--- config.mk ---
export PLATFORM = sky130hd
export DESIGN_NAME = wdsp_top
export DESIGN_NICKNAME = d
export VERILOG_FILES = /design/src/wdsp_pkg.sv /design/src/wdsp_top.sv
export VERILOG_INCLUDE_DIRS = /design/src
export SDC_FILE = /design/constraint.sdc
export NUM_CORES = 1
export LEC_CHECK = 0
export BUFFER_PORTS_ARGS = -buffer_cell sky130_fd_sc_hd__clkbuf_2
export CORE_MARGIN = 2
export CORE_UTILIZATION = 45
export DETAILED_ROUTE_END_ITERATION = 6
export PLACE_DENSITY = 0.71
export SYNTH_ARGS = -nofsm -noshare
export SYNTH_HDL_FRONTEND = slang
export SYNTH_SLANG_ARGS = --single-unit
--- constraint.sdc ---
create_clock -name clk -period 3.2 [get_ports clk]
set_input_delay 0.16 -clock clk [delete_from_list [all_inputs] [get_ports clk]]
set_output_delay 0.16 -clock clk [all_outputs]
set_load 0.01 [all_outputs]
--- src/wdsp_regs.svh ---
`ifndef WDSP_REGS_SVH
`define WDSP_REGS_SVH
// ****************************************
// register offsets
// ****************************************
`define WDSP_OFF_REFRESH 12'h000
`define WDSP_OFF_START 12'h004
`define WDSP_OFF_CTRL 12'h008
`define WDSP_OFF_STAT 12'h010
`define WDSP_OFF_MASK 12'h014
`define WDSP_OFF_PMC 12'h01C
// ****************************************
// fields and reset values
// ****************************************
`define WDSP_CTRL_PRE_BIT 7
`define WDSP_PMC_RST 8'h00
`define WDSP_PMC_RST_PROT 8'h80
`define WDSP_REFRESH_FIRST 8'h00
`define WDSP_REFRESH_SECOND 8'hFF
// ****************************************
// counts
// ****************************************
`define WDSP_INIT_FULL 15'h7FFF
`define WDSP_INIT_SEL0 15'h01FF
`define WDSP_INIT_SEL1 15'h03FF
`define WDSP_INIT_SEL2 15'h07FF
`define WDSP_INIT_SEL3 15'h0FFF
`define WDSP_PRE_LAST0 7'h0F
`define WDSP_PRE_LAST1 7'h7F
`define WDSP_SUB_LAST 5'h1F
`endif

--- src/wdsp_pkg.sv ---
package wdsp_pkg;
    typedef struct packed {
        logic prot;
        logic [3:0] unused;
        logic src_sel;
        logic [1:0] cvs;
    } wdsp_pmc_type;
    typedef enum logic [0:0] {WDSP_IDLE, WDSP_ARMED} wdsp_seq_type;
endpackage

--- src/wdsp_top.sv ---
// The APB slave port was decided locally.
`timescale 1ns/100ps
`include "wdsp_regs.svh"
//Contract
// - 15-bit counter decrements once per count-source tick while running.
// - unprotected source is cpu clock or subclock/32; protected uses low-speed oscillator.
// - auto start option comes from flash option bit sampled at reset.
// - cpu source halts in stop/wait, subclock only in stop, protected never.
// - writing 00h then FFh to refresh restarts; only that, reset, a start register write, underflow reload.
// - underflow raises interrupt or reset; protected always raises reset.
// - cpu clock source goes through prescaler chosen by prescaler select bit.
// - with subclock, initial count field picks 01FFh, 03FFh, 07FFh or 0FFFh.
// - flash bit selects protection after reset; otherwise software sets it.
// - source select bit 0 picks cpu clock, 1 picks subclock divided by 32.
// - protect enable bit 0 disables, 1 enables protection mode.
// - bits 6..3 of protection register read 0; software writes 0.
// - protect bit needs a 0 write before 1; once set, 0 cannot clear.
// - source select acts only while protection is off.
// - initial count field acts only while source select is 1.
// - flash-enabled protection makes protection register reset to 80h.
module wdsp_top
    import wdsp_pkg::*;
(
    input wire logic clk,
    input wire logic nrst,
    input wire logic psel,
    input wire logic penable,
    input wire logic pwrite,
    input wire logic [11:0] paddr,
    input wire logic [31:0] pwdata,
    output logic [31:0] prdata,
    output logic pready,
    output logic pslverr,
    input wire logic subclock_input,
    input wire logic lso_clk_in,
    input wire logic stop_mode,
    input wire logic wait_mode,
    input wire logic underflow_reset_sel,
    input wire logic auto_start_select,
    input wire logic protect_after_reset_bit,
    output logic irq,
    output logic wdt_reset
);
    // ****************************************
    // apb slave
    // ****************************************
    logic pready_q, pslverr_q;
    logic [31:0] prdata_q;
    logic acc, wr, mapped;
    logic [31:0] rd_d;
    wdsp_pmc_type pmc_q;
    logic [7:0] ctrl_q;
    logic [0:0] stat_q, mask_q;
    logic [14:0] cnt_q;
    assign acc = psel && penable && pready_q;
    assign wr = acc && pwrite;
    always_comb begin
        mapped = 1'b1;
        rd_d = 32'h0000_0000;
        case (paddr)
            `WDSP_OFF_REFRESH: rd_d = 32'h0000_0000;
            `WDSP_OFF_START: rd_d = {17'h00000, cnt_q};
            `WDSP_OFF_CTRL: rd_d = {24'h000000, ctrl_q};
            `WDSP_OFF_STAT: rd_d = {31'h00000000, stat_q};
            `WDSP_OFF_MASK: rd_d = {31'h00000000, mask_q};
            `WDSP_OFF_PMC: rd_d = {24'h000000, pmc_q.prot, 4'h0, pmc_q.src_sel, pmc_q.cvs};
            default: mapped = 1'b0;
        endcase
    end
    always_ff @(posedge clk or negedge nrst) begin
        if (!nrst) begin
            pready_q <= 1'b0;
            pslverr_q <= 1'b0;
            prdata_q <= 32'h0000_0000;
        end else begin
            pready_q <= psel && penable && !pready_q;
            pslverr_q <= psel && penable && !pready_q && !mapped;
            if (psel && penable && !pready_q && !pwrite) begin
                prdata_q <= rd_d;
            end
        end
    end
    assign pready = pready_q;
    assign pslverr = pslverr_q;
    assign prdata = prdata_q;
    // ****************************************
    // option capture after reset release
    // ****************************************
    logic strap_done_q;
    always_ff @(posedge clk or negedge nrst) begin
        if (!nrst) begin
            strap_done_q <= 1'b0;
        end else if (!strap_done_q) begin
            strap_done_q <= 1'b1;
        end
    end
    // ****************************************
    // registers
    // ****************************************
    logic prot_armed_q;
    always_ff @(posedge clk or negedge nrst) begin
        if (!nrst) begin
            pmc_q <= `WDSP_PMC_RST;
            prot_armed_q <= 1'b0;
            ctrl_q <= 8'h00;
            mask_q <= 1'b0;
        end else begin
            if (!strap_done_q && !protect_after_reset_bit) begin
                pmc_q <= `WDSP_PMC_RST_PROT;
            end else if (wr && paddr == `WDSP_OFF_PMC) begin
                pmc_q.cvs <= pwdata[1:0];
                if (!pmc_q.prot) begin
                    pmc_q.src_sel <= pwdata[2];
                end
                if (pwdata[7] && prot_armed_q) begin
                    pmc_q.prot <= 1'b1;
                end
                prot_armed_q <= !pwdata[7];
            end
            if (wr && paddr == `WDSP_OFF_CTRL) begin
                ctrl_q <= {pwdata[7], 7'h00};
            end
            if (wr && paddr == `WDSP_OFF_MASK) begin
                mask_q <= pwdata[0];
            end
        end
    end
    // ****************************************
    // count sources
    // ****************************************
    logic sub_s1_q, sub_s2_q, sub_s3_q;
    logic lso_s1_q, lso_s2_q, lso_s3_q;
    logic [4:0] sub_div_q;
    logic [6:0] pre_q;
    logic sub_tick, lso_tick, cpu_tick, tick, use_sub;
    logic [6:0] pre_last;
    always_ff @(posedge clk or negedge nrst) begin
        if (!nrst) begin
            sub_s1_q <= 1'b0;
            sub_s2_q <= 1'b0;
            sub_s3_q <= 1'b0;
            lso_s1_q <= 1'b0;
            lso_s2_q <= 1'b0;
            lso_s3_q <= 1'b0;
        end else begin
            sub_s1_q <= subclock_input;
            sub_s2_q <= sub_s1_q;
            sub_s3_q <= sub_s2_q;
            lso_s1_q <= lso_clk_in;
            lso_s2_q <= lso_s1_q;
            lso_s3_q <= lso_s2_q;
        end
    end
    assign pre_last = ctrl_q[`WDSP_CTRL_PRE_BIT] ? `WDSP_PRE_LAST1 : `WDSP_PRE_LAST0;
    always_ff @(posedge clk or negedge nrst) begin
        if (!nrst) begin
            sub_div_q <= 5'h00;
            pre_q <= 7'h00;
        end else begin
            if (sub_s2_q && !sub_s3_q) begin
                sub_div_q <= sub_div_q + 5'h01;
            end
            pre_q <= (pre_q >= pre_last) ? 7'h00 : pre_q + 7'h01;
        end
    end
    assign sub_tick = sub_s2_q && !sub_s3_q && sub_div_q == `WDSP_SUB_LAST;
    assign lso_tick = lso_s2_q && !lso_s3_q;
    assign cpu_tick = pre_q >= pre_last;
    assign use_sub = pmc_q.src_sel && !pmc_q.prot;
    always_comb begin
        if (pmc_q.prot) begin
            tick = lso_tick;
        end else if (use_sub) begin
            tick = sub_tick && !stop_mode;
        end else begin
            tick = cpu_tick && !stop_mode && !wait_mode;
        end
    end
    // ****************************************
    // counter
    // ****************************************
    logic [14:0] init_val;
    logic running_q, start_wr, refresh, uflow;
    wdsp_seq_type seq_q;
    always_comb begin
        init_val = `WDSP_INIT_FULL;
        if (use_sub) begin
            case (pmc_q.cvs)
                2'h0: init_val = `WDSP_INIT_SEL0;
                2'h1: init_val = `WDSP_INIT_SEL1;
                2'h2: init_val = `WDSP_INIT_SEL2;
                default: init_val = `WDSP_INIT_SEL3;
            endcase
        end
    end
    assign start_wr = wr && paddr == `WDSP_OFF_START;
    assign refresh = wr && paddr == `WDSP_OFF_REFRESH && seq_q == WDSP_ARMED
        && pwdata[7:0] == `WDSP_REFRESH_SECOND;
    assign uflow = running_q && tick && cnt_q == 15'h0000;
    always_ff @(posedge clk or negedge nrst) begin
        if (!nrst) begin
            seq_q <= WDSP_IDLE;
        end else if (wr && paddr == `WDSP_OFF_REFRESH) begin
            case (seq_q)
                WDSP_IDLE: seq_q <= (pwdata[7:0] == `WDSP_REFRESH_FIRST) ? WDSP_ARMED : WDSP_IDLE;
                WDSP_ARMED: seq_q <= (pwdata[7:0] == `WDSP_REFRESH_FIRST) ? WDSP_ARMED : WDSP_IDLE;
                default: seq_q <= WDSP_IDLE;
            endcase
        end
    end
    always_ff @(posedge clk or negedge nrst) begin
        if (!nrst) begin
            running_q <= 1'b0;
            cnt_q <= `WDSP_INIT_FULL;
        end else begin
            if ((!strap_done_q && !auto_start_select) || start_wr) begin
                running_q <= 1'b1;
            end
            if (!strap_done_q || start_wr || refresh || uflow) begin
                cnt_q <= init_val;
            end else if (running_q && tick) begin
                cnt_q <= cnt_q - 15'h0001;
            end
        end
    end
    // ****************************************
    // underflow action and interrupt
    // ****************************************
    logic uf_irq, uf_rst;
    assign uf_rst = uflow && (pmc_q.prot || underflow_reset_sel);
    assign uf_irq = uflow && !pmc_q.prot && !underflow_reset_sel;
    always_ff @(posedge clk or negedge nrst) begin
        if (!nrst) begin
            stat_q <= 1'b0;
            irq <= 1'b0;
            wdt_reset <= 1'b0;
        end else begin
            if (uf_irq) begin
                stat_q <= 1'b1;
            end else if (wr && paddr == `WDSP_OFF_STAT && pwdata[0]) begin
                stat_q <= 1'b0;
            end
            irq <= |(stat_q & mask_q);
            wdt_reset <= uf_rst;
        end
    end
    // ****************************************
    // checks
    // ****************************************
    property p_dec;
        @(posedge clk) disable iff (!nrst)
        running_q && tick && cnt_q != 15'h0000 && strap_done_q && !start_wr && !refresh
        |=> cnt_q == $past(cnt_q) - 15'h0001;
    endproperty
    a_dec: assert property (p_dec) else $error("counter did not decrement");
    property p_prot_src;
        @(posedge clk) disable iff (!nrst)
        pmc_q.prot |-> tick == lso_tick;
    endproperty
    a_prot_src: assert property (p_prot_src) else $error("wrong protected source");
    property p_stop;
        @(posedge clk) disable iff (!nrst)
        stop_mode && !pmc_q.prot |-> !tick;
    endproperty
    a_stop: assert property (p_stop) else $error("tick during stop");
    property p_refresh;
        @(posedge clk) disable iff (!nrst)
        refresh |=> cnt_q == $past(init_val);
    endproperty
    a_refresh: assert property (p_refresh) else $error("refresh did not reload");
    property p_prot_rst;
        @(posedge clk) disable iff (!nrst)
        uflow && pmc_q.prot |=> wdt_reset && !$rose(stat_q[0]) ##1 !wdt_reset;
    endproperty
    a_prot_rst: assert property (p_prot_rst) else $error("protected underflow no reset");
    property p_init;
        @(posedge clk) disable iff (!nrst)
        use_sub && pmc_q.cvs == 2'h2 |-> init_val == 15'h07FF;
    endproperty
    a_init: assert property (p_init) else $error("wrong initial count");
    property p_rsv;
        @(posedge clk) disable iff (!nrst)
        psel && penable && !pready_q && !pwrite && paddr == `WDSP_OFF_PMC
        |=> prdata_q[6:3] == 4'h0;
    endproperty
    a_rsv: assert property (p_rsv) else $error("reserved bits read nonzero");
    property p_sticky_prot;
        @(posedge clk) disable iff (!nrst)
        pmc_q.prot |=> pmc_q.prot;
    endproperty
    a_sticky_prot: assert property (p_sticky_prot) else $error("protect bit cleared");
    property p_irq;
        @(posedge clk) disable iff (!nrst)
        uf_irq && mask_q[0] |=> ##1 irq;
    endproperty
    a_irq: assert property (p_irq) else $error("unmasked underflow gave no interrupt");
    c_uflow: cover property (@(posedge clk) disable iff (!nrst) uf_irq);
    c_refresh: cover property (@(posedge clk) disable iff (!nrst) refresh);
    c_prot: cover property (@(posedge clk) disable iff (!nrst) $rose(pmc_q.prot));
endmodule

### Yosys cells after proc, flatten, opt, wreduce, memory -nomap -nowiden

Index checks and enable logic that the tools add are counted.

| storage, ports and cells | value |
|---|---|
| register bits after elaboration | 80 |
| input port bits | 56 |

| cells by class | value |
|---|---|
| add/subtract/negate cells | 3 |
| order comparisons | 1 |
| equal/unequal tests | 10 |
| mux-type cells | 19 |
| bitwise operators | 2 |
| reductions and logical operators | 60 |

Operators with widths:

| operator | number |
|---|---|
| case mux 15 bit (5 select lines) | 1 |
| 2-to-1 mux 15 bit | 3 |
| equality test 12 x 5 -> 1 bit (second input constant) | 3 |
| case mux 12 bit (3 select lines) | 1 |
| logical AND 1 bit | 30 |
| logical NOT 15 bit | 1 |
| subtractor 15 x 1 -> 15 bit (second input constant) | 1 |
| 2-to-1 mux 7 bit | 2 |
| logical NOT 1 bit | 13 |
| equality test 12 x 3 -> 1 bit (second input constant) | 1 |
| equality test 12 x 4 -> 1 bit (second input constant) | 1 |
| logical NOT 12 bit | 1 |
| 2-to-1 mux 1 bit | 10 |
| equality test 8 bit (second input constant) | 1 |
| logical NOT 8 bit | 1 |
| nonzero test 2 bit | 4 |
| adder 7 x 1 -> 7 bit (second input constant) | 1 |
| greater-or-equal comparator 7 bit | 1 |
| 2-to-1 mux 3 bit | 2 |
| AND reduction 2 bit | 3 |
| OR reduction 6 bit | 1 |
| adder 5 x 1 -> 5 bit (second input constant) | 1 |
| equality test 5 bit (second input constant) | 1 |
| logical OR 1 bit | 5 |
| other kinds (6) | 6 |

### Logic depth before layout (Yosys ltp)

| depth | value |
|---|---|
| depth after elaboration | 11 |
| mapped depth | 11 |
| gate-level depth less buffers | 10 |

### Least setup slack after synthesis

OpenSTA, ideal clock, no wires.

| timing path | value |
|---|---|
| kind | reg2reg |
| start point | reg sub_div_q[0] |
| end point | reg cnt_q[11] |
| setup time | 0.083 ns |
| arrival | 2.340 ns |
| data required time | 3.117 ns |
| slack | 0.776 ns |
| stages on the path, launching flop included | 11 |
| buffers on the path | 0 |
| cells stage by stage | dfrtp_1 > ha_1 > and3_1 > ha_1 > nand3b_1 > mux2_2 > a311o_1 > o21ai_4 > a31oi_4 > a21o_1 > a221o_1 |

| on the way | value |
|---|---|
| cells in the longest elaborated chain, start to end | 9 |

RTL lines:

| what | RTL line | source |
|---|---|---|
| start, declared | wdsp_top.sv:133 | `logic [4:0] sub_div_q;` |
| start signal, assigned | wdsp_top.sv:161 | `sub_div_q <= sub_div_q + 5'h01;` |
| equality test 5 bit (no line) (*) | -- |  |
| logical AND 1 bit (no line) (*) | -- |  |
| logical AND 1 bit (*) | wdsp_top.sv:174 | `tick = sub_tick && !stop_mode;` |
| 2-to-1 mux 1 bit (*) | wdsp_top.sv:173 | `end else if (use_sub) begin` |
| 2-to-1 mux 1 bit (*) | wdsp_top.sv:171 | `if (pmc_q.prot) begin` |
| logical AND 1 bit (*) | wdsp_top.sv:199, wdsp_top.sv:221 |  |
| logical AND 1 bit | wdsp_top.sv:199 | `assign uflow = running_q && tick && cnt_q == 15'h0000;` |
| logical OR 1 bit | wdsp_top.sv:219 | `if (!strap_done_q \|\| start_wr \|\| refresh \|\| uflow) begin` |
| 2-to-1 mux 15 bit or nonzero test 2 bit (tied branches) | -- |  |
| end signal, assigned | wdsp_top.sv:214 | `` cnt_q <= `WDSP_INIT_FULL; `` |
| end signal, assigned | wdsp_top.sv:220 | `cnt_q <= init_val;` |
| end signal, assigned | wdsp_top.sv:222 | `cnt_q <= cnt_q - 15'h0001;` |
| end, declared | wdsp_top.sv:54 | `logic [14:0] cnt_q;` |

Every way passes the cells marked *; elsewhere a longest branch is shown, timed or not.
A chain may end at the register's enable or synchronous reset.

### Worst setup path after layout

Ends and elaborated chain as after synthesis.

==> results.toml <==
[cells_and_area]
final_common_cell = "clkbuf_2"
num_antenna_cells = 0
finish.instance_area_um2 = 3720
fin_util = 0.541
syn_to_final_growth_pct = 15.7
layout_common_cells = "50 x clkbuf_2, 48 x dfrtp_1, 26 x nor2_1, 24 x nand2_1, 18 x conb_1"
fill_cells = 613
nets = 429
drive_gt1_frac = 0.257
stdcell_count = 466

[timing]
fin_worst_skew_ns = 0.00615
setup_violations = 0
period_needed_ns = 2.76
max_slew_margin = 0.605
hold_violations = 0
rsz0062_at_grt = "no"
tightest_slew_ns = 0.593
period_share = 0.863
maxSlewViolCount = 0
holdWs_ns = 0.0650
max_freq_mhz = 362
finalSetupTns_ns = 0
fin_ws_ns = 0.437

[status]
status = "completed"

[yosys]
yosysWarningCount = 0
ys_seq_area_frac = 0.496
synth.area.mux_share = 0.0366
synth-seq-cells = 63
syn_inst = 310
ys.flop_type = "dfrtp_1"
synth_edf_count = 0
synth-compound-area-share = 0.144
synth.distinct_cells = 55
synthAdderAreaFrac = 0.0273
avgSynthCellArea_um2 = 10.4
synth_top_family_by_area = "simple AND/OR/NAND/NOR gates"
async_flop_share = 1.00
netlist_area_um2 = 3210
synth-xor-area-share = 0.0436
synth-simple-area-share = 0.185

[clock_tree]
path_clk_slew_ns = 0.06
root_buffer = "clkbuf_8"
ctsResizeCount = 0
cts.sinks = 63
cts.path.max_buffers = 2
h-tree-depth = 3
numCtsBuffers = 9
clk_latency_ns = 0.34
cts_tree = "built"

[routing]
viasPerCell = 5.30
firstDrtPassIters = 4
drc = 0
drt_iter0_markers = 186
drtAntennaViolNets = 0
wirelength_um = 6400
via_count = 2470
avgRoutedWirePerCell_um = 13.7

[grt]
grt_pass1_wl_um = 11100
grt_max_degree = 46
antenna_found_initial = 0
grt_pass1_vias = 2387
track_usage = 0.185
grt_overflow_total = 0

[pwr]
peakVddDrop_mv = 0.332
p_leak_nw = 1.69
power_density_nw_per_um2 = 502
p_total_mw = 1.87

[worst_setup_path]
cpMostUsedCell = "ha_1"
cp_data_required_time_ns = 3.47
start_kind = "register"
crit_chain = "ha_1 > and3_1 > ha_1 > nand3b_1 > mux2_2 > a311o_1 > o21ai_4 > a31oi_4 > a21o_1 > a221o_1"
crit_path_max_incr_delay_ns = 0.38
critPathCaptureType = "register"
cp.arrival_ns = 3.03
worstSetupPathType = "reg2reg"
path_delay_family = "compound AO/OA/AOI/OAI gates"
critPathBufInv = 0
worst-path-max-fanout = 17
critPathSlowestCell = "dfrtp_1"

[floorplan]
die-area_um2 = 7830
io_pins = 92
die_w_um = 88.5
num_rows = 30
core-area_um2 = 6870
start_util = 0.468
die_h_um = 88.5

[hold_path]
hold_class = "in2reg"

[placement]
place_area_um2 = 3490
dp.cells = 447
gp_congestion = 0.892
io_buffers = 50
place_hpwl_um = 4700
pre_cts_slack_ns = 0.449

[job]
maxCapViolations = 0
## repair_timing
item | in CTS | in global routing
hold endpoints to repair | 21 | 0
hold buffers | 4 | 0
setup buffers | 0 | 0
## worst reg2reg max path: stages, from the launching register on
cell and delay, ns:
dfrtp_1 0.38, ha_1 0.17, and3_1 0.15, ha_1 0.16
nand3b_1 0.08, mux2_2 0.26, a311o_1 0.38, o21ai_4 0.32
a31oi_4 0.28, a21o_1 0.23, a221o_1 0.28
## registers in the layout, summed over array words and instances (netlist names)
| signal | flops |
|---|---|
| lso_s2_q | 1 |
| cnt_q | 15 |
| pre_q | 7 |
| stat_q | 1 |
| seq_q | 1 |
| lso_s3_q | 1 |
| mask_q | 1 |
| sub_s1_q | 1 |
| sub_s3_q | 1 |
| sub_s2_q | 1 |
| lso_s1_q | 1 |
| pslverr | 1 |
| sub_div_q | 5 |
| wdt_reset | 1 |
| pready | 1 |
| strap_done_q | 1 |
| pmc_q | 4 |
| prdata | 15 |
| ctrl_q | 1 |
| irq | 1 |
| prot_armed_q | 1 |
| running_q | 1 |
## final cells by class
class / count / area [um^2] / share of cell area
clock buffer: 15 / 186 / 0.0501
inverter: 9 / 33.8 / 0.00908
multi-input combinational: 226 / 1470 / 0.395
tap: 96 / 120 / 0.0323
timing repair buffer: 57 / 313 / 0.0841
sequential: 63 / 1600 / 0.429
## cell usage after synthesis, drive strengths merged, types with 6 or more instances
cell	n	area [um^2]
clkbuf	9	33.8
dfstp	15	394
buf	19	140
inv	9	33.8
nor2	26	97.6
a21oi	8	40.0
dfrtp	48	1200
nand3	11	55.1
nor4	6	43.8
mux2	6	67.6
ha	7	87.6
a22o	13	114
xnor2	8	70.1
nand4	8	50.1
nor3	11	55.1
xor2	8	70.1
nand2	24	90.1
o31ai	8	60.1
o21ai	7	46.3
## kinds of logic after synthesis
| family | Yosys count |
|---|---|
| mux | 11 |
| buf+inv | 37 |
| compound gates | 59 |
| other cells | 2 |
| xor+xnor | 16 |
| simple gates | 115 |
| flops | 63 |
| fa+ha+maj | 7 |
## per-layer routing
metal / up-vias / GRT usage / wire [um]
met5: - / 0 / 0
met4: 0 / 0.0565 / 99
met3: 12 / 0.0588 / 292
met2: 60 / 0.288 / 3050
met1: 1204 / 0.249 / 2960
li1: 1194 / - / -
## worst paths after layout
check	start	to	slack, ns	cells after the start
min reg2reg	lso_s1_q	lso_s2_q	0.35	0
max	sub_div_q[0]	cnt_q[11]	0.44	10
max reg2reg	sub_div_q[0]	cnt_q[11]	0.44	10
min	penable	pready	0.07	3
min in group asynchronous	nrst	irq	0.31	2
max in group asynchronous	nrst	cnt_q[14]	1.96	3
## report_power, final
part | switching, mW | total (mW) | internal, mW
Combinational | 0.153 | 0.281 | 0.128
Clock | 0.278 | 0.640 | 0.362
Sequential | 0.0669 | 0.945 | 0.878
Total | 0.498 | 1.87 | 1.37
No activity file was read; power rests on OpenSTA's default activity.
